--- config.mk ---
export PLATFORM = sky130hd
export DESIGN_NAME = lcdps_sequencer
export DESIGN_NICKNAME = d
export VERILOG_FILES = /design/src/lcdps_pkg.sv /design/src/lcdps_sync.sv /design/src/lcdps_sequencer.sv
export SDC_FILE = /design/constraint.sdc
export NUM_CORES = 1
export LEC_CHECK = 0
export ABC_AREA = 1
export ABC_CLOCK_PERIOD_IN_PS = 2130
export BUFFER_PORTS_ARGS = -buffer_cell sky130_fd_sc_hd__buf_2
export CORE_MARGIN = 3
export CORE_UTILIZATION = 49
export CTS_CLUSTER_SIZE = 40
export DETAILED_ROUTE_END_ITERATION = 7
export GPL_ROUTABILITY_DRIVEN = 0
export GPL_TIMING_DRIVEN = 0
export PLACE_DENSITY = 0.74
export SKIP_LAST_GASP = 1
export SLEW_MARGIN = 20
export SYNTH_ARGS = -nofsm -noshare
export SYNTH_HDL_FRONTEND = slang
export SYNTH_SLANG_ARGS = --single-unit
--- constraint.sdc ---
create_clock -name core_clk -period 2.13 [get_ports core_clk]
set_clock_uncertainty 0.15 [all_clocks]
set_input_delay 0.5325 -clock core_clk [delete_from_list [all_inputs] [get_ports core_clk]]
set_output_delay 0.5325 -clock core_clk [all_outputs]
set_load 0.1 [all_outputs]
--- src/lcdps_pkg.sv ---
package lcdps_pkg;

  // ---------------------------------------------------------------
  // Timing
  // ---------------------------------------------------------------
  localparam int CLK_MHZ      = 250;
  localparam int RESET_US     = 10;
  localparam int RESET_CYC    = RESET_US * CLK_MHZ;
  localparam int PWR_WAIT_US  = 20;
  localparam int PWR_WAIT_CYC = PWR_WAIT_US * CLK_MHZ;

  // ---------------------------------------------------------------
  // Reset values, icon address range and init-sequence write values
  // ---------------------------------------------------------------
  localparam logic [4:0] VOLUME_RST    = 5'h00;
  localparam logic [4:0] ICON_RST      = 5'h00;
  localparam logic [1:0] DIGITS_RST    = 2'h3;
  localparam logic [7:0] ICON_ADDR_LO  = 8'h20;
  localparam logic [7:0] ICON_ADDR_HI  = 8'h23;
  localparam logic [7:0] BLANK_CHAR    = 8'h20;
  localparam logic [7:0] BLANK_GLYPH   = 8'h00;
  localparam logic [5:0] REV_FIRST_ADR = 6'h3F;

  // ---------------------------------------------------------------
  // Commands and states
  // ---------------------------------------------------------------
  typedef enum logic [2:0] {
    LCDPS_NOP = 3'h0, LCDPS_SYSSET = 3'h1, LCDPS_VOLUME = 3'h2, LCDPS_PSAVE = 3'h3,
    LCDPS_PWR = 3'h4, LCDPS_DISP = 3'h5, LCDPS_ICON = 3'h6, LCDPS_STATIC = 3'h7
  } lcdps_cmd_e;

  typedef enum logic [1:0] {
    LCDPS_ST_RESET = 2'b00, LCDPS_ST_RUN = 2'b01, LCDPS_ST_SAVE = 2'b11
  } lcdps_state_e;

  typedef struct packed {
    logic       valid;
    lcdps_cmd_e cmd;
    logic [7:0] addr;
    logic [4:0] data;
  } lcdps_cmd_s;

  typedef struct packed {
    logic       comReverse;
    logic       segReverse;
    logic       verticalFlip;
    logic       horizontalFlip;
    logic       glyphRamUsed;
    logic [1:0] digits;
  } lcdps_setup_s;

endpackage : lcdps_pkg

--- src/lcdps_sync.sv ---
module lcdps_sync
(
  input  wire logic core_clk,
  input  wire logic rst_n,
  input  wire logic async_in,
  output logic      sync_out
);

  // Three stages; only the agreeing pair moves the output
  logic [2:0] stage_q;

  always_ff @(posedge core_clk or negedge rst_n)
  begin
    if (!rst_n)
    begin
      stage_q  <= 3'h7; // Pin idles high, so no false edge after reset
      sync_out <= 1'b1;
    end
    else
    begin
      stage_q <= {stage_q[1:0], async_in};
      if (stage_q[2] == stage_q[1])
        sync_out <= stage_q[2];
    end
  end

endmodule : lcdps_sync

--- src/lcdps_sequencer.sv ---
// Operation
// - After reset the display, static display, power save and supply are off, setup is three digits normal, volume and icons zero.
// - Memory contents are unknown after reset until written.
// - Dynamic segments light only with display on; static icons follow only the icon data.
// - The external clock runs at the oscillator rate, or four times it on the option, and the internal oscillator runs unless a power save command stops it.
// - Common reverse flips common scan order and segment reverse flips segment order.
// - Vertical flip and horizontal flip bits flip the image accordingly.
module lcdps_sequencer
#(
  parameter bit CLK_X4_OPTION = 1'b0,
  parameter int RESET_CYCLES  = lcdps_pkg::RESET_CYC,
  parameter int PWR_CYCLES    = lcdps_pkg::PWR_WAIT_CYC
)
(
  input  wire logic                   core_clk,
  input  wire logic                   rst_n,
  input  wire lcdps_pkg::lcdps_cmd_s  cmdIn,
  input  wire lcdps_pkg::lcdps_setup_s setupIn,
  input  wire logic                   extClk,
  input  wire logic                   useExtClk,
  output lcdps_pkg::lcdps_setup_s     setupOut,
  output logic                        displayOn,
  output logic                        staticDisplayOn,
  output logic                        lowPowerHold,
  output logic                        oscRunning,
  output logic                        supplyOn,
  output logic [4:0]                  volume,
  output logic [3:0][4:0]             iconData,
  output logic                        segmentEnable,
  output logic                        supplySettled,
  output logic                        ready,
  output logic                        dotTick
);

  // ---------------------------------------------------------------
  // Reset settle and supply settle counters
  // ---------------------------------------------------------------
  logic [15:0] rstCnt_q;
  logic [15:0] pwrCnt_q;
  logic        cmdOk;

  // Device ignores commands until its internal reset finishes
  always_ff @(posedge core_clk or negedge rst_n)
  begin
    if (!rst_n)
    begin
      rstCnt_q <= 16'h0000;
      ready    <= 1'b0;
    end
    else if (rstCnt_q != 16'(RESET_CYCLES - 1))
      rstCnt_q <= rstCnt_q + 16'h0001;
    else
      ready <= 1'b1;
  end

  assign cmdOk = cmdIn.valid && ready;

  // Supply settle flag; restarts on every supply-on
  always_ff @(posedge core_clk or negedge rst_n)
  begin
    if (!rst_n)
    begin
      pwrCnt_q      <= 16'h0000;
      supplySettled <= 1'b0;
    end
    else if (!supplyOn)
    begin
      pwrCnt_q      <= 16'h0000;
      supplySettled <= 1'b0;
    end
    else if (pwrCnt_q != 16'(PWR_CYCLES - 1))
      pwrCnt_q <= pwrCnt_q + 16'h0001;
    else
      supplySettled <= 1'b1;
  end

  // ---------------------------------------------------------------
  // Command state
  // ---------------------------------------------------------------
  // Only listed settings reset; memories stay unknown by design
  always_ff @(posedge core_clk or negedge rst_n)
  begin
    if (!rst_n)
    begin
      displayOn       <= 1'b0;
      staticDisplayOn <= 1'b0;
      lowPowerHold    <= 1'b0;
      oscRunning      <= 1'b1;
      supplyOn        <= 1'b0;
      volume          <= lcdps_pkg::VOLUME_RST;
      iconData        <= {4{lcdps_pkg::ICON_RST}};
      setupOut        <= '{comReverse: 1'b0, segReverse: 1'b0, verticalFlip: 1'b0,
                           horizontalFlip: 1'b0, glyphRamUsed: 1'b0, digits: lcdps_pkg::DIGITS_RST};
    end
    else if (cmdOk)
    begin
      case (cmdIn.cmd)
        lcdps_pkg::LCDPS_SYSSET: setupOut  <= setupIn;
        lcdps_pkg::LCDPS_VOLUME: volume    <= cmdIn.data;
        lcdps_pkg::LCDPS_PSAVE:
        begin
          lowPowerHold <= cmdIn.data[0];
          oscRunning   <= cmdIn.data[1];
        end
        lcdps_pkg::LCDPS_PWR:    supplyOn  <= cmdIn.data[0];
        lcdps_pkg::LCDPS_DISP:   displayOn <= cmdIn.data[0];
        lcdps_pkg::LCDPS_STATIC: staticDisplayOn <= cmdIn.data[0];
        lcdps_pkg::LCDPS_ICON:
        begin
          if (cmdIn.addr >= lcdps_pkg::ICON_ADDR_LO && cmdIn.addr <= lcdps_pkg::ICON_ADDR_HI)
            iconData[cmdIn.addr[1:0]] <= cmdIn.data;
        end
        default: ;
      endcase
    end
  end

  // ---------------------------------------------------------------
  // Segment gating
  // ---------------------------------------------------------------
  // Dynamic drive needs display on and no power save
  always_ff @(posedge core_clk or negedge rst_n)
  begin
    if (!rst_n)
      segmentEnable <= 1'b0;
    else
      segmentEnable <= displayOn && !lowPowerHold;
  end

  // ---------------------------------------------------------------
  // Dot clock source
  // ---------------------------------------------------------------
  logic       extSync;
  logic       extPrev_q;
  logic [1:0] divCnt_q;
  logic [3:0] oscCnt_q;

  lcdps_sync u_ext_sync
  (
    .core_clk (core_clk),
    .rst_n    (rst_n),
    .async_in (extClk),
    .sync_out (extSync)
  );

  // Option build divides the external clock by four
  always_ff @(posedge core_clk or negedge rst_n)
  begin
    if (!rst_n)
    begin
      extPrev_q <= 1'b1; // Matches the synchroniser's idle-high reset
      divCnt_q  <= 2'h0;
      oscCnt_q  <= 4'h0;
      dotTick   <= 1'b0;
    end
    else
    begin
      extPrev_q <= extSync;
      oscCnt_q  <= oscCnt_q + 4'h1;
      dotTick   <= 1'b0;
      if (!oscRunning)
        dotTick <= 1'b0;
      else if (!useExtClk)
        dotTick <= (oscCnt_q == 4'hF);
      else if (extSync && !extPrev_q)
      begin
        divCnt_q <= divCnt_q + 2'h1;
        dotTick  <= CLK_X4_OPTION ? (divCnt_q == 2'h3) : 1'b1;
      end
    end
  end

  // ---------------------------------------------------------------
  // Checks
  // ---------------------------------------------------------------
  a_reset_ready_wait: assert property (@(posedge core_clk) disable iff (!rst_n)
    $rose(ready) |-> displayOn == 1'b0 && volume == 5'h00)
    else $error("settings left reset state before ready");

  a_seg_needs_disp: assert property (@(posedge core_clk) disable iff (!rst_n)
    segmentEnable |-> $past(displayOn) && !$past(lowPowerHold))
    else $error("segments lit without display on");

  a_settle_follows: assert property (@(posedge core_clk) disable iff (!rst_n)
    $rose(supplySettled) |-> supplyOn && $past(supplyOn))
    else $error("supply settled without supply");

  a_setup_loads: assert property (@(posedge core_clk) disable iff (!rst_n)
    cmdOk && cmdIn.cmd == lcdps_pkg::LCDPS_SYSSET |=> setupOut == $past(setupIn))
    else $error("setup not loaded");

  a_psave_osc: assert property (@(posedge core_clk) disable iff (!rst_n)
    !oscRunning |=> !dotTick)
    else $error("dot tick with oscillator stopped");

  a_idle_before_ready: assert property (@(posedge core_clk) disable iff (!rst_n)
    !ready |=> $stable(volume) && $stable(displayOn) && $stable(supplyOn))
    else $error("setting changed before ready");

  a_icon_hold: assert property (@(posedge core_clk) disable iff (!rst_n)
    !(cmdOk && cmdIn.cmd == lcdps_pkg::LCDPS_ICON) |=> $stable(iconData))
    else $error("icon data changed without icon command");

  a_disp_loads: assert property (@(posedge core_clk) disable iff (!rst_n)
    cmdOk && cmdIn.cmd == lcdps_pkg::LCDPS_DISP |=> displayOn == $past(cmdIn.data[0]))
    else $error("display on bit not loaded");

  a_psave_blank: assert property (@(posedge core_clk) disable iff (!rst_n)
    lowPowerHold |=> !segmentEnable)
    else $error("segments lit in power save");

endmodule : lcdps_sequencer

==> results_tabular.tex, run 1 <==
\begin{tabular}{lr}
\hline
Metric & Value \\
\hline
\multicolumn{2}{l}{\textbf{STA}} \\
\quad Post-layout minimum cycle time & 2020 ps \\
\quad Final critical-path share of the clock period & 94.7\% \\
\quad RSZ-0062 raised after global routing & no \\
\quad Max Slew Vio Count & 0 \\
\quad Max-Slew Margin vs Limit & 60.2\% \\
\quad Smallest hold slack & 44.7 ps \\
\quad Fin Setup TNS & 0 ps \\
\quad Transition at the pin with the smallest max-transition slack & 597 ps \\
\quad Endpoints failing setup & 0 \\
\quad Hold violation count in the final report & 0 \\
\quad Maximum achievable frequency & 0.496 GHz \\
\multicolumn{2}{l}{\textbf{Finish}} \\
\quad Diodes inserted & 0 \\
\quad Most frequent cells in the layout & 133 x sky130\_fd\_sc\_hd\_\_nand2\_1, 74 x sky130\_fd\_sc\_hd\_\_dfrtp\_1, 69 x sky130\_fd\_sc\_hd\_\_buf\_2, 51 x sky130\_fd\_sc\_hd\_\_nor2\_1, 42 x sky130\_fd\_sc\_hd\_\_inv\_1 \\
\quad Post-route cell area & 4370 sq um \\
\quad FILL cells & 701 \\
\quad Area overhead of the layout relative to synthesis & 17.8\% \\
\quad Final non-filler cell total & 617 \\
\quad Layout cell share with drive strength beyond 1 & 20.1\% \\
\quad Utilization of the core after routing & 60.0\% \\
\quad Total number of nets in the final design & 544 \\
\quad Most common library cell in the layout ignoring fill and taps & sky130\_fd\_sc\_hd\_\_nand2\_1 \\
\multicolumn{2}{l}{\textbf{Critical path}} \\
\quad Required arrival time at the worst endpoint & 1450 ps \\
\quad CP cell instances & buf\_2 \\
\quad Crit path launch type & flip-flop \\
\quad FF-to-FF path depth & 7 \\
\quad Crit path buf inv count & 1 \\
\quad Family with the most delay on the worst path & flip-flops \\
\quad R2R Setup Slk & 360 ps \\
\quad Standard cell with the maximum stage delay on the critical path & sky130\_fd\_sc\_hd\_\_dfstp\_2 \\
\quad Delay of the slowest cell on the worst path & 560 ps \\
\quad Startpoint of the worst register-to-register path & pwrCnt\_q[0]\$\_DFFE\_PN0P\_ \\
\quad Worst r2r dst & supplySettled\$\_DFFE\_PN0P\_ \\
\quad Peak fanout along the critical path & 3 \\
\quad Nature of the critical path endpoint & output pin \\
\quad Data arrival time at the worst-slack endpoint & 1340 ps \\
\quad Critical setup path kind & reg2out \\
\multicolumn{2}{l}{\textbf{Global routing}} \\
\quad Vias in the first global route & 3,060 \\
\quad Pin count of the biggest net entering global routing & 47 \\
\quad Initial antenna violation count & 0 \\
\quad Total global routing track utilization & 19.8\% \\
\quad First-pass GRT wire length & 13,800 microns \\
\quad Remaining global-route overflow & 0 \\
\multicolumn{2}{l}{\textbf{Detailed routing}} \\
\quad Number of design rule violations left after detail routing & 0 \\
\quad Wire length after detailed routing & 7900 microns \\
\quad Count of routing violations after the opening detailed-route iteration & 103 \\
\quad DR vias & 3,096 \\
\quad Via count normalized by instance count & 5.02 \\
\quad Antenna Violating Nets Remaining & 0 \\
\quad Average routed wire per standard cell & 12.8 microns \\
\quad TritonRoute pass-1 iters & 4 \\
\multicolumn{2}{l}{\textbf{Power}} \\
\quad Switching power & 0.628 mW \\
\quad Max IR drop VDD & 0.287 mV \\
\quad Power per cell area & 614 nW/um\^{}2 \\
\quad Combinational group share of total power & 3.8\% \\
\quad Clock power share & 37.7\% \\
\quad Switching portion of total power & 23.4\% \\
\quad Total leakage power & 2.28 nW \\
\quad Share of total power in sequential cells & 58.5\% \\
\quad Internal power summed over all cells & 2.06 mW \\
\multicolumn{2}{l}{\textbf{Synth}} \\
\quad Synthesized net count & 464 \\
\quad Count of distinct cell types in the synthesized netlist & 29 \\
\quad Syn\_area\_per\_cell & 8.58 sq um \\
\quad Portion of the post-synthesis area used by sequential elements & 55.5\% \\
\quad Count of warnings emitted by yosys & 0 \\
\quad Total standard cell area after synthesis & 3710 sq um \\
\quad Post-synthesis sequential element count & 82 \\
\quad Cell count after synthesis & 433 \\
\multicolumn{2}{l}{\textbf{Floorplan}} \\
\quad Core footprint & 7290 sq um \\
\quad Ports & 69 \\
\quad Number of cell rows & 31 \\
\quad Initial Utilization & 50.9\% \\
\quad Die Outline Area & 8660 sq um \\
\quad Vertical die dimension & 93.1 microns \\
\quad Floorplan die width & 93.1 microns \\
\multicolumn{2}{l}{\textbf{Placed design}} \\
\quad Number of I/O port buffers & 68 \\
\quad Placed wire-length estimate after detailed placement & 5940 microns \\
\quad Dpl cell area & 4200 sq um \\
\quad Cell Count Post-Placement & 601 \\
\multicolumn{2}{l}{\textbf{Clock network}} \\
\quad Count of H-tree levels built during CTS & 3 \\
\quad Post-CTS setup repair buffer count & 0 \\
\quad Worst skew pair latency & 350 ps \\
\quad Root Buffer Master & sky130\_fd\_sc\_hd\_\_clkbuf\_8 \\
\quad Clock transition time at the flip-flop clock pins of the worst setup and hold paths & 90 ps \\
\quad Number of gates resized after CTS & 0 \\
\quad Hold Buf Count CTS & 0 \\
\quad Max clock buf depth & 2 \\
\quad Number of clock sinks & 82 \\
\quad Number of buffers created by CTS & 9 \\
\quad CTS tree & done \\
\multicolumn{2}{l}{\textbf{Job}} \\
\quad Max-Cap Viols & 0 \\
\multicolumn{2}{l}{\textbf{Outcome}} \\
\quad Run status & completed \\
\multicolumn{2}{l}{\textbf{Min path}} \\
\quad Worst min path class & in2async \\
\hline
\end{tabular}
==> flip-flops by register name (all words and copies together), names as in the netlist <==
signal	flops
displayOn	1
dotTick	1
extPrev_q	1
iconData	20
lowPowerHold	1
oscCnt_q	4
oscRunning	1
pwrCnt_q	16
ready	1
rstCnt_q	16
segmentEnable	1
setupOut	7
staticDisplayOn	1
supplyOn	1
supplySettled	1
u_ext_sync.stage_q	3
u_ext_sync.sync_out	1
volume	5
==> cells by family after synthesis <==
group                      Yosys count  synth area share, %
DFF                                 82                 55.5
xor gates and xnor gates            16                 3.77
AOI/OAI and AO/OA                   23                 3.40
buffers and inverters               48                 5.32
adders and majority gates            4                 1.28
and+or+nand+nor                    260                 30.7
==> power groups by stage <==
stage,clock [mW],sequential [mW],combinational (mW)
6_report,1.01,1.57,0.101
5_1_grt,1.11,1.57,0.115
4_1_cts,1.04,1.57,0.104
3_5_place_dp,0,1.60,0.104
3_3_place_gp,0,1.60,0.0968
2_1_floorplan,0,1.60,0.0247
==> cell usage after synthesis (all sizes together) <==
master,number,area (sq um)
a31oi,3,18.8
o31ai,1,7.51
nand2,134,505
nor2,56,223
nand3b,2,15.0
nand4,28,175
dfstp,8,210
xor2,12,105
clkbuf,1,3.75
a21boi,1,7.51
maj3,1,10.0
o21a,1,7.51
nand3,34,175
xnor2,4,35.0
a21oi,5,25.0
ha,3,37.5
clkinv,1,3.75
dfrtp,74,1850
inv,42,158
nor3,6,46.3
o21ai,12,60.1
buf,4,32.5
==> layout make-up <==
class	instances	area, sq um	share of cell area (%)
plain buffers	5	36.3	0.830
clock buffers	12	145	3.32
clock inverters	4	28.8	0.658
inverters	43	161	3.69
multi-input cells	303	1450	33.2
flip-flops and latches	82	2060	47.1
well taps	99	124	2.83
repair buffers	69	363	8.30
==> metal layers <==
layer	up-vias	track usage, %	part of all wire (%)
met5	-	0	0
met4	0	5.01	1.2
met3	9	5.39	4.9
met2	64	32.8	49
met1	1462	26.0	45
li1	1561	-	-
==> worst max-delay path by stage <==
stage / cells past startpoint / slack [ps] / from / endpoint
2_1_floorplan: 5 / 100 / ready$_DFFE_PN0N_ / volume[0]$_DFFE_PN0P_
3_3_place_gp: 1 / -260 / rst_n / iconData[16]$_DFFE_PN0P_
3_5_place_dp: 7 / 190 / cmdIn[7] / iconData[6]$_DFFE_PN0P_
4_1_cts: 1 / 100 / oscRunning$_DFFE_PN1P_ / oscRunning
5_1_grt: 1 / 80 / oscRunning$_DFFE_PN1P_ / oscRunning
6_report: 1 / 110 / oscRunning$_DFFE_PN1P_ / oscRunning
==> through the flow <==
step | setup slack, ps | power (mW)
after floorplan | 104 | 1.63
after CTS | 103 | 2.72
after detailed placement | 192 | 1.71
after global routing | 83.7 | 2.80
final | 112 | 2.68
after global placement | -255 | 1.70
No activity file was read; power rests on OpenSTA's default activity.
==> inputs of run 2 (changes only) <==
Settings changed: ABC_AREA 1 to unset.
==> run 2 against run 1 <==
Compared with the run above:
- sequential share of layout area up 0.48 points
- wire length is 15% lower
- non-clock buffer count decreased by 1
- combinational power shrank 10%
- synthesized cell count down 38%
- worst setup slack improved by 7.1 ps
- clock power increased by 32%
- critical path depth stayed put
==> results_tabular.tex, run 2 <==
\begin{tabular}{lr}
\hline
Metric & Value \\
\hline
\multicolumn{2}{l}{\textbf{STA}} \\
\quad Hold violation count in the final report & 0 (unchanged) \\
\quad Max Slew Vio Count & 0 (unchanged) \\
\quad Smallest hold slack & 134 ps (+89.6 ps) \\
\quad Fin Setup TNS & 0 ps (unchanged) \\
\quad RSZ-0062 raised after global routing & no \\
\quad Transition at the pin with the smallest max-transition slack & 488 ps (-109 ps) \\
\quad Max-Slew Margin vs Limit & 67.2\% (+7.0 points) \\
\quad Final critical-path share of the clock period & 94.4\% (-0.33 points) \\
\quad Endpoints failing setup & 0 (unchanged) \\
\quad Post-layout minimum cycle time & 2010 ps (-7.11 ps) \\
\quad Maximum achievable frequency & 0.497 GHz (+0.35\%) \\
\multicolumn{2}{l}{\textbf{Power}} \\
\quad Power per cell area & 690 nW/um\^{}2 (+12\%) \\
\quad Max IR drop VDD & 0.553 mV (+93\%) \\
\quad Total leakage power & 2.19 nW (-4.1\%) \\
\multicolumn{2}{l}{\textbf{Critical path}} \\
\quad Required arrival time at the worst endpoint & 1450 ps (about the same) \\
\quad Crit path buf inv count & 1 (unchanged) \\
\quad Crit path launch type & flip-flop \\
\quad Delay of the slowest cell on the worst path & 500 ps (-60 ps) \\
\quad Data arrival time at the worst-slack endpoint & 1330 ps (about the same) \\
\quad Peak fanout along the critical path & 10 (+7) \\
\quad Standard cell with the maximum stage delay on the critical path & sky130\_fd\_sc\_hd\_\_dfrtp\_1 \\
\quad Family with the most delay on the worst path & flip-flops \\
\quad CP cell instances & buf\_2 \\
\quad Critical setup path kind & reg2out \\
\quad Nature of the critical path endpoint & output pin \\
\multicolumn{2}{l}{\textbf{Finish}} \\
\quad Area overhead of the layout relative to synthesis & 20.7\% \\
\quad Most common library cell in the layout ignoring fill and taps & sky130\_fd\_sc\_hd\_\_dfrtp\_1 \\
\quad Layout cell share with drive strength beyond 1 & 38.2\% (+18 points) \\
\quad FILL cells & 563 (-20\%) \\
\quad Final non-filler cell total & 449 (-27\%) \\
\quad Diodes inserted & 0 (unchanged) \\
\quad Utilization of the core after routing & 62.4\% (+2.4 points) \\
\quad Most frequent cells in the layout & 73 x sky130\_fd\_sc\_hd\_\_dfrtp\_1, 68 x sky130\_fd\_sc\_hd\_\_buf\_2, 16 x sky130\_fd\_sc\_hd\_\_xnor2\_1, 16 x sky130\_fd\_sc\_hd\_\_mux2\_2, 14 x sky130\_fd\_sc\_hd\_\_nand3\_1 \\
\quad Flip-flop count of the largest register, all copies and words added & 20 (unchanged) \\
\quad Reg with most FFs & iconData \\
\quad Total number of nets in the final design & 379 (-30\%) \\
\quad Largest registers ranked by flip-flop count & iconData: 20 flops, pwrCnt\_q: 16 flops, rstCnt\_q: 16 flops \\
\multicolumn{2}{l}{\textbf{Synth}} \\
\quad Synth top area share & 51.6\% (+1.7 points) \\
\quad Total standard cell area after synthesis & 3590 sq um (-3.4\%) \\
\quad Portion of the post-synthesis area used by sequential elements & 57.5\% (+1.9 points) \\
\quad Cell count after synthesis & 267 (-38\%) \\
\quad Syn\_area\_per\_cell & 13.4 sq um (+57\%) \\
\quad Post-synthesis sequential element count & 82 (unchanged) \\
\quad Top area cells in the synthesized netlist & sky130\_fd\_sc\_hd\_\_dfrtp\_1 52\%, sky130\_fd\_sc\_hd\_\_dfstp\_2 5.9\%, sky130\_fd\_sc\_hd\_\_mux2\_2 5.0\% \\
\quad Fraction of registers with async set/reset & 100\% (unchanged) \\
\quad Arithmetic-cell share of the synthesized area counting full adders, half adders and majority gates & 1.32\% (+0.045 points) \\
\quad Simple logic cell fraction of the synthesized area & 18.1\% (-13 points) \\
\quad Ranking of synthesized cells by instance count & 74 x sky130\_fd\_sc\_hd\_\_dfrtp\_1, 16 x sky130\_fd\_sc\_hd\_\_mux2\_2, 16 x sky130\_fd\_sc\_hd\_\_xnor2\_1 \\
\quad Synthesized net count & 298 (-36\%) \\
\quad Main combinational cell family by area after synthesis & simple AND/OR/NAND/NOR gates \\
\quad Most common cell in the synthesized netlist & sky130\_fd\_sc\_hd\_\_dfrtp\_1 \\
\quad Count of distinct cell types in the synthesized netlist & 43 (+48\%) \\
\quad Top FF cell, synth & sky130\_fd\_sc\_hd\_\_dfrtp\_1 \\
\quad Xor-xnor portion of the synthesized cell area & 6.59\% (+2.8 points) \\
\quad Dominant cell type by area after synthesis & sky130\_fd\_sc\_hd\_\_dfrtp\_1 \\
\quad Number of flops mapped to enable cells by yosys & 0 (unchanged) \\
\quad Count of warnings emitted by yosys & 0 (unchanged) \\
\quad Multiplexer share of the synthesized area & 13.2\% (+13 points) \\
\quad Compound-gate portion of the synthesized area & 2.09\% (-1.3 points) \\
\multicolumn{2}{l}{\textbf{Clock network}} \\
\quad Worst skew pair latency & 340 ps (about the same) \\
\quad Max clock buf depth & 2 (unchanged) \\
\quad Number of clock sinks & 82 (unchanged) \\
\quad Root Buffer Master & sky130\_fd\_sc\_hd\_\_clkbuf\_8 \\
\quad CTS tree & done \\
\quad Number of gates resized after CTS & 0 (unchanged) \\
\quad Clock transition time at the flip-flop clock pins of the worst setup and hold paths & 80 ps (about the same) \\
\quad Count of H-tree levels built during CTS & 3 (unchanged) \\
\quad Number of buffers created by CTS & 9 (unchanged) \\
\multicolumn{2}{l}{\textbf{Global routing}} \\
\quad Pin count of the biggest net entering global routing & 54 (+15\%) \\
\quad Initial antenna violation count & 0 (unchanged) \\
\quad Remaining global-route overflow & 0 (unchanged) \\
\quad Total global routing track utilization & 17.6\% (-2.2 points) \\
\quad First-pass GRT wire length & 11,700 microns (-15\%) \\
\quad Vias in the first global route & 2,433 (-20\%) \\
\multicolumn{2}{l}{\textbf{Detailed routing}} \\
\quad Number of design rule violations left after detail routing & 0 (unchanged) \\
\quad Wire length after detailed routing & 6720 microns (-15\%) \\
\quad Antenna Violating Nets Remaining & 0 (unchanged) \\
\quad Average routed wire per standard cell & 15.0 microns (+17\%) \\
\quad DR vias & 2,331 (-25\%) \\
\quad TritonRoute pass-1 iters & 4 (unchanged) \\
\quad Via count normalized by instance count & 5.19 (+3.5\%) \\
\quad Count of routing violations after the opening detailed-route iteration & 71 (-31\%) \\
\multicolumn{2}{l}{\textbf{Placed design}} \\
\quad Number of I/O port buffers & 68 (unchanged) \\
\quad Cell Count Post-Placement & 432 (-28\%) \\
\quad Placed wire-length estimate after detailed placement & 4840 microns (-18\%) \\
\multicolumn{2}{l}{\textbf{Floorplan}} \\
\quad Floorplan die width & 91.6 microns (-1.6\%) \\
\quad Core footprint & 6940 sq um (-4.8\%) \\
\quad Die Outline Area & 8390 sq um (-3.2\%) \\
\quad Initial Utilization & 51.7\% (+0.75 points) \\
\quad Ports & 69 (unchanged) \\
\quad Vertical die dimension & 91.6 microns (-1.6\%) \\
\quad Number of cell rows & 30 (-3.2\%) \\
\multicolumn{2}{l}{\textbf{Outcome}} \\
\quad Run status & completed \\
\multicolumn{2}{l}{\textbf{Min path}} \\
\quad Worst min path class & in2reg \\
\multicolumn{2}{l}{\textbf{Job}} \\
\quad Max-Cap Viols & 0 (unchanged) \\
\hline
\end{tabular}
## run 2: changes by cell type after synthesis, sizes merged, moves of 6 or more
cell and delta:
nand4 -20, nor2 -48, xnor2 +12, o21ai -6
inv -36, nand2 -125, and2 +11, nand3 -17
mux2 +38
## run 2: final timing paths
kind,start,to,slack [ps],cells after the start
hold reg to reg,u_ext_sync.stage_q[0]$_DFF_PN1_,u_ext_sync.stage_q[1]$_DFF_PN1_,210,0
hold / removal,extClk,u_ext_sync.stage_q[0]$_DFF_PN1_,130,1
min in group asynchronous,rst_n,iconData[16]$_DFFE_PN0P_,510,2
setup / recovery,supplyOn$_DFFE_PN0P_,supplyOn,120,1
setup reg to reg,pwrCnt_q[0]$_DFFE_PN0P_,pwrCnt_q[2]$_DFFE_PN0P_,240,6
max in group asynchronous,rst_n,oscRunning$_DFFE_PN1P_,700,3
## run 2: cells by family after synthesis
group / Yosys count
AND/OR/NAND/NOR: 94
AO/OA/AOI/OAI: 12
adder cells (fa/ha/maj): 4
XOR/XNOR: 27
buffers and inverters: 9
multiplexers: 39
flip-flops: 82
## run 2: layer usage
layer	up-vias	track usage, %	part of all wire (%)
met4	0	5.65	1.3
met3	7	4.81	5.0
met5	-	0	0
li1	1108	-	-
met1	1158	22.6	44
met2	58	28.8	50
## run 2: through the flow
| stage | power (mW) | instance area [sq um] | worst slack (ps) |
|---|---|---|---|
| after floorplan | 1.61 | 3590 | 167 |
| final | 2.99 | 4330 | 119 |
| after CTS | 3.02 | 4330 | 90.7 |
| after detailed placement | 1.69 | 4080 | 19.2 |
| after global routing | 3.12 | 4330 | 31.9 |
| after global placement | 1.68 | 4050 | -373 |
## run 2: timing repair
item | CTS | global route
hold buffers | 1 | 0
endpoints found under the hold margin | 29 | 0
setup buffers | 0 | 0
## run 2: area by class of cell
class	instances	area, sq um	area share [%]
sequential	82	2060	47.6
multi-input combinational	176	1480	34.2
timing repair buffer	70	380	8.78
clock buffer	10	128	2.95
tap	96	120	2.77
clock inverter	6	115	2.66
inverter	6	22.5	0.520
buffer	3	20.0	0.462
## run 2: power breakdown
part           total, mW  switching (mW)  internal, mW
clock network       1.33           0.545         0.783
registers           1.57         0.00291          1.57
logic             0.0906          0.0586        0.0320
total               2.99           0.607          2.38
==> inputs of run 3 (changes only) <==
Settings changed: CORE_UTILIZATION 49 to 34, PLACE_DENSITY 0.74 to 0.55.
==> run 3 against run 2 <==
Compared with the run above:
- sequential power is essentially flat
- non-clock buffer count is the same
- worst setup slack lost 23 ps
- combinational power is essentially flat
- highest routed layer unchanged
==> results_tabular.tex, run 3 (synthesis gave the netlist of run 2 again) <==
\begin{tabular}{lr}
\hline
Metric & Value \\
\hline
\multicolumn{2}{l}{\textbf{Clock network}} \\
\quad Number of buffers created by CTS & 9 (unchanged) \\
\quad Count of H-tree levels built during CTS & 3 (unchanged) \\
\quad Clock transition time at the flip-flop clock pins of the worst setup and hold paths & 80 ps (about the same) \\
\quad CTS tree & done \\
\quad Worst skew pair latency & 350 ps (about the same) \\
\quad Number of clock sinks & 82 (unchanged) \\
\quad Post-CTS setup repair buffer count & 0 (unchanged) \\
\quad Root Buffer Master & sky130\_fd\_sc\_hd\_\_clkbuf\_8 \\
\quad Max clock buf depth & 2 (unchanged) \\
\multicolumn{2}{l}{\textbf{Power}} \\
\quad Total design power & 2.92 mW (-2.3\%) \\
\quad Max IR drop VDD & 0.561 mV (+1.5\%) \\
\quad Switching portion of total power & 21.4\% (+1.1 points) \\
\quad Total leakage power & 2.18 nW (-0.45\%) \\
\quad Switching power & 0.623 mW (+2.7\%) \\
\quad Combinational group share of total power & 3.1\% (about the same) \\
\quad Internal power summed over all cells & 2.30 mW (-3.6\%) \\
\quad Clock power share & 43.1\% (-1.3 points) \\
\quad Power per cell area & 670 nW/um\^{}2 (-2.9\%) \\
\quad Share of total power in sequential cells & 53.8\% (+1.3 points) \\
\multicolumn{2}{l}{\textbf{Global routing}} \\
\quad Pin count of the biggest net entering global routing & 49 (-9.3\%) \\
\quad Remaining global-route overflow & 0 (unchanged) \\
\quad Vias in the first global route & 2,344 (-3.7\%) \\
\quad First-pass GRT wire length & 12,200 microns (+4.1\%) \\
\quad Total global routing track utilization & 13.5\% (-4.1 points) \\
\quad Initial antenna violation count & 0 (unchanged) \\
\multicolumn{2}{l}{\textbf{Critical path}} \\
\quad Nature of the critical path endpoint & output pin \\
\quad Data arrival time at the worst-slack endpoint & 1350 ps (+20 ps) \\
\quad Family with the most delay on the worst path & flip-flops \\
\quad CP cell instances & buf\_2 \\
\quad Critical setup path kind & reg2out \\
\quad Peak fanout along the critical path & 10 (unchanged) \\
\quad Required arrival time at the worst endpoint & 1450 ps (about the same) \\
\quad Crit path launch type & flip-flop \\
\quad Standard cell with the maximum stage delay on the critical path & sky130\_fd\_sc\_hd\_\_dfrtp\_1 \\
\quad Crit path buf inv count & 1 (unchanged) \\
\quad Delay of the slowest cell on the worst path & 510 ps (about the same) \\
\multicolumn{2}{l}{\textbf{Placed design}} \\
\quad Pre-CTS setup slack & -3.54 ps (-22.7 ps) \\
\quad Placed wire-length estimate after detailed placement & 5220 microns (+7.8\%) \\
\quad Number of I/O port buffers & 68 (unchanged) \\
\multicolumn{2}{l}{\textbf{STA}} \\
\quad Fin Setup TNS & 0 ps (unchanged) \\
\quad Endpoints failing setup & 0 (unchanged) \\
\quad Max-Slew Margin vs Limit & 67.7\% (+0.47 points) \\
\quad PnR worst setup slack & 96.6 ps (-22.6 ps) \\
\quad Transition at the pin with the smallest max-transition slack & 481 ps (-7.01 ps) \\
\quad Max Slew Vio Count & 0 (unchanged) \\
\quad RSZ-0062 raised after global routing & no \\
\quad Smallest hold slack & 135 ps (+0.813 ps) \\
\quad Hold violation count in the final report & 0 (unchanged) \\
\quad Post-layout minimum cycle time & 2030 ps (+22.6 ps) \\
\quad Maximum achievable frequency & 0.492 GHz (-1.1\%) \\
\quad Final critical-path share of the clock period & 95.5\% (+1.1 points) \\
\multicolumn{2}{l}{\textbf{Floorplan}} \\
\quad Vertical die dimension & 109 microns (+19\%) \\
\quad Number of cell rows & 36 (+20\%) \\
\quad Core footprint & 10000 sq um (+44\%) \\
\quad Floorplan die width & 109 microns (+19\%) \\
\quad Initial Utilization & 35.9\% (-16 points) \\
\quad Die Outline Area & 11,800 sq um (+41\%) \\
\quad Ports & 69 (unchanged) \\
\multicolumn{2}{l}{\textbf{Detailed routing}} \\
\quad Wire length after detailed routing & 7250 microns (+8.0\%) \\
\quad Number of design rule violations left after detail routing & 0 (unchanged) \\
\quad TritonRoute pass-1 iters & 4 (unchanged) \\
\quad DR vias & 2,296 (-1.5\%) \\
\quad Antenna Violating Nets Remaining & 0 (unchanged) \\
\quad Average routed wire per standard cell & 14.9 microns (-0.25\%) \\
\quad Via count normalized by instance count & 4.72 (-9.0\%) \\
\quad Count of routing violations after the opening detailed-route iteration & 75 (+5.6\%) \\
\multicolumn{2}{l}{\textbf{Finish}} \\
\quad Multi-input logic area & 1480 sq um (unchanged) \\
\quad Flip-flop count of the largest register, all copies and words added & 20 (unchanged) \\
\quad FILL cells & 963 (+71\%) \\
\quad Reg with most FFs & iconData \\
\quad Most frequent cells in the layout & 73 x sky130\_fd\_sc\_hd\_\_dfrtp\_1, 68 x sky130\_fd\_sc\_hd\_\_buf\_2, 16 x sky130\_fd\_sc\_hd\_\_xnor2\_1, 16 x sky130\_fd\_sc\_hd\_\_mux2\_2, 14 x sky130\_fd\_sc\_hd\_\_nand3\_1 \\
\quad Total number of nets in the final design & 379 (unchanged) \\
\quad Diodes inserted & 0 (unchanged) \\
\quad Most common library cell in the layout ignoring fill and taps & sky130\_fd\_sc\_hd\_\_dfrtp\_1 \\
\quad Largest registers ranked by flip-flop count & iconData: 20 flops, pwrCnt\_q: 16 flops, rstCnt\_q: 16 flops \\
\quad Area overhead of the layout relative to synthesis & 21.4\% \\
\quad Layout cell share with drive strength beyond 1 & 38.0\% (-0.28 points) \\
\quad Footprint of the flip-flops and latches & 2060 sq um (unchanged) \\
\multicolumn{2}{l}{\textbf{Job}} \\
\quad Max-Cap Viols & 0 (unchanged) \\
\multicolumn{2}{l}{\textbf{Outcome}} \\
\quad Run status & completed \\
\multicolumn{2}{l}{\textbf{Min path}} \\
\quad Worst min path class & in2reg \\
\hline
\end{tabular}
-- run 3: layer usage --
layer,wire length [microns],vias to the layer above,track usage [%],share of wire [%]
li1,-,1104,-,-
met1,3310,1151,18.1,46
met2,3550,37,20.9,49
met3,349,4,4.50,4.8
met4,49,0,4.06,0.68
met5,0,-,0,0
-- run 3: timing repair --
item,4_1_cts,5_1_grt
resized for setup,0,0
endpoints found under the hold margin,32,0
hold buffers,1,0
-- run 3: final cells by class --
| cell class | count | share of cell area (%) |
|---|---|---|
| plain buffers | 3 | 0.459 |
| clock buffers | 12 | 3.33 |
| clock inverters | 4 | 1.75 |
| inverters | 6 | 0.517 |
| multi-input cells | 176 | 34.1 |
| flip-flops and latches | 82 | 47.3 |
| well taps | 133 | 3.82 |
| repair buffers | 70 | 8.73 |
-- run 3: path summary, 6_finish.rpt --
path,start,endpoint,slack [ps],cells after the start
max,supplyOn$_DFFE_PN0P_,supplyOn,100,1
min,extClk,u_ext_sync.stage_q[0]$_DFF_PN1_,140,1
max reg2reg,pwrCnt_q[0]$_DFFE_PN0P_,pwrCnt_q[3]$_DFFE_PN0P_,190,6
min reg2reg,u_ext_sync.stage_q[0]$_DFF_PN1_,u_ext_sync.stage_q[1]$_DFF_PN1_,210,0
max in group asynchronous,rst_n,extPrev_q$_DFF_PN1_,640,3
min in group asynchronous,rst_n,pwrCnt_q[5]$_DFFE_PN0P_,520,2
-- run 3: power by group through the flow --
stage          logic, mW  clock network (mW)  registers, mW
2_1_floorplan     0.0121                   0           1.60
3_3_place_gp      0.0847                   0           1.60
3_5_place_dp      0.0937                   0           1.60
4_1_cts           0.0957                1.30           1.57
5_1_grt            0.105                1.37           1.57
6_report          0.0908                1.26           1.57
-- run 3: per-stage QoR --
stage | utilization, % | cells | area [sq um]
3_3_place_gp | 41.0 | 468 | 4100
2_1_floorplan | - | 267 | 3590
4_1_cts | 43.6 | 486 | 4360
6_report | 43.6 | 486 | 4360
5_1_grt | 43.6 | 486 | 4360
3_5_place_dp | 41.3 | 469 | 4130
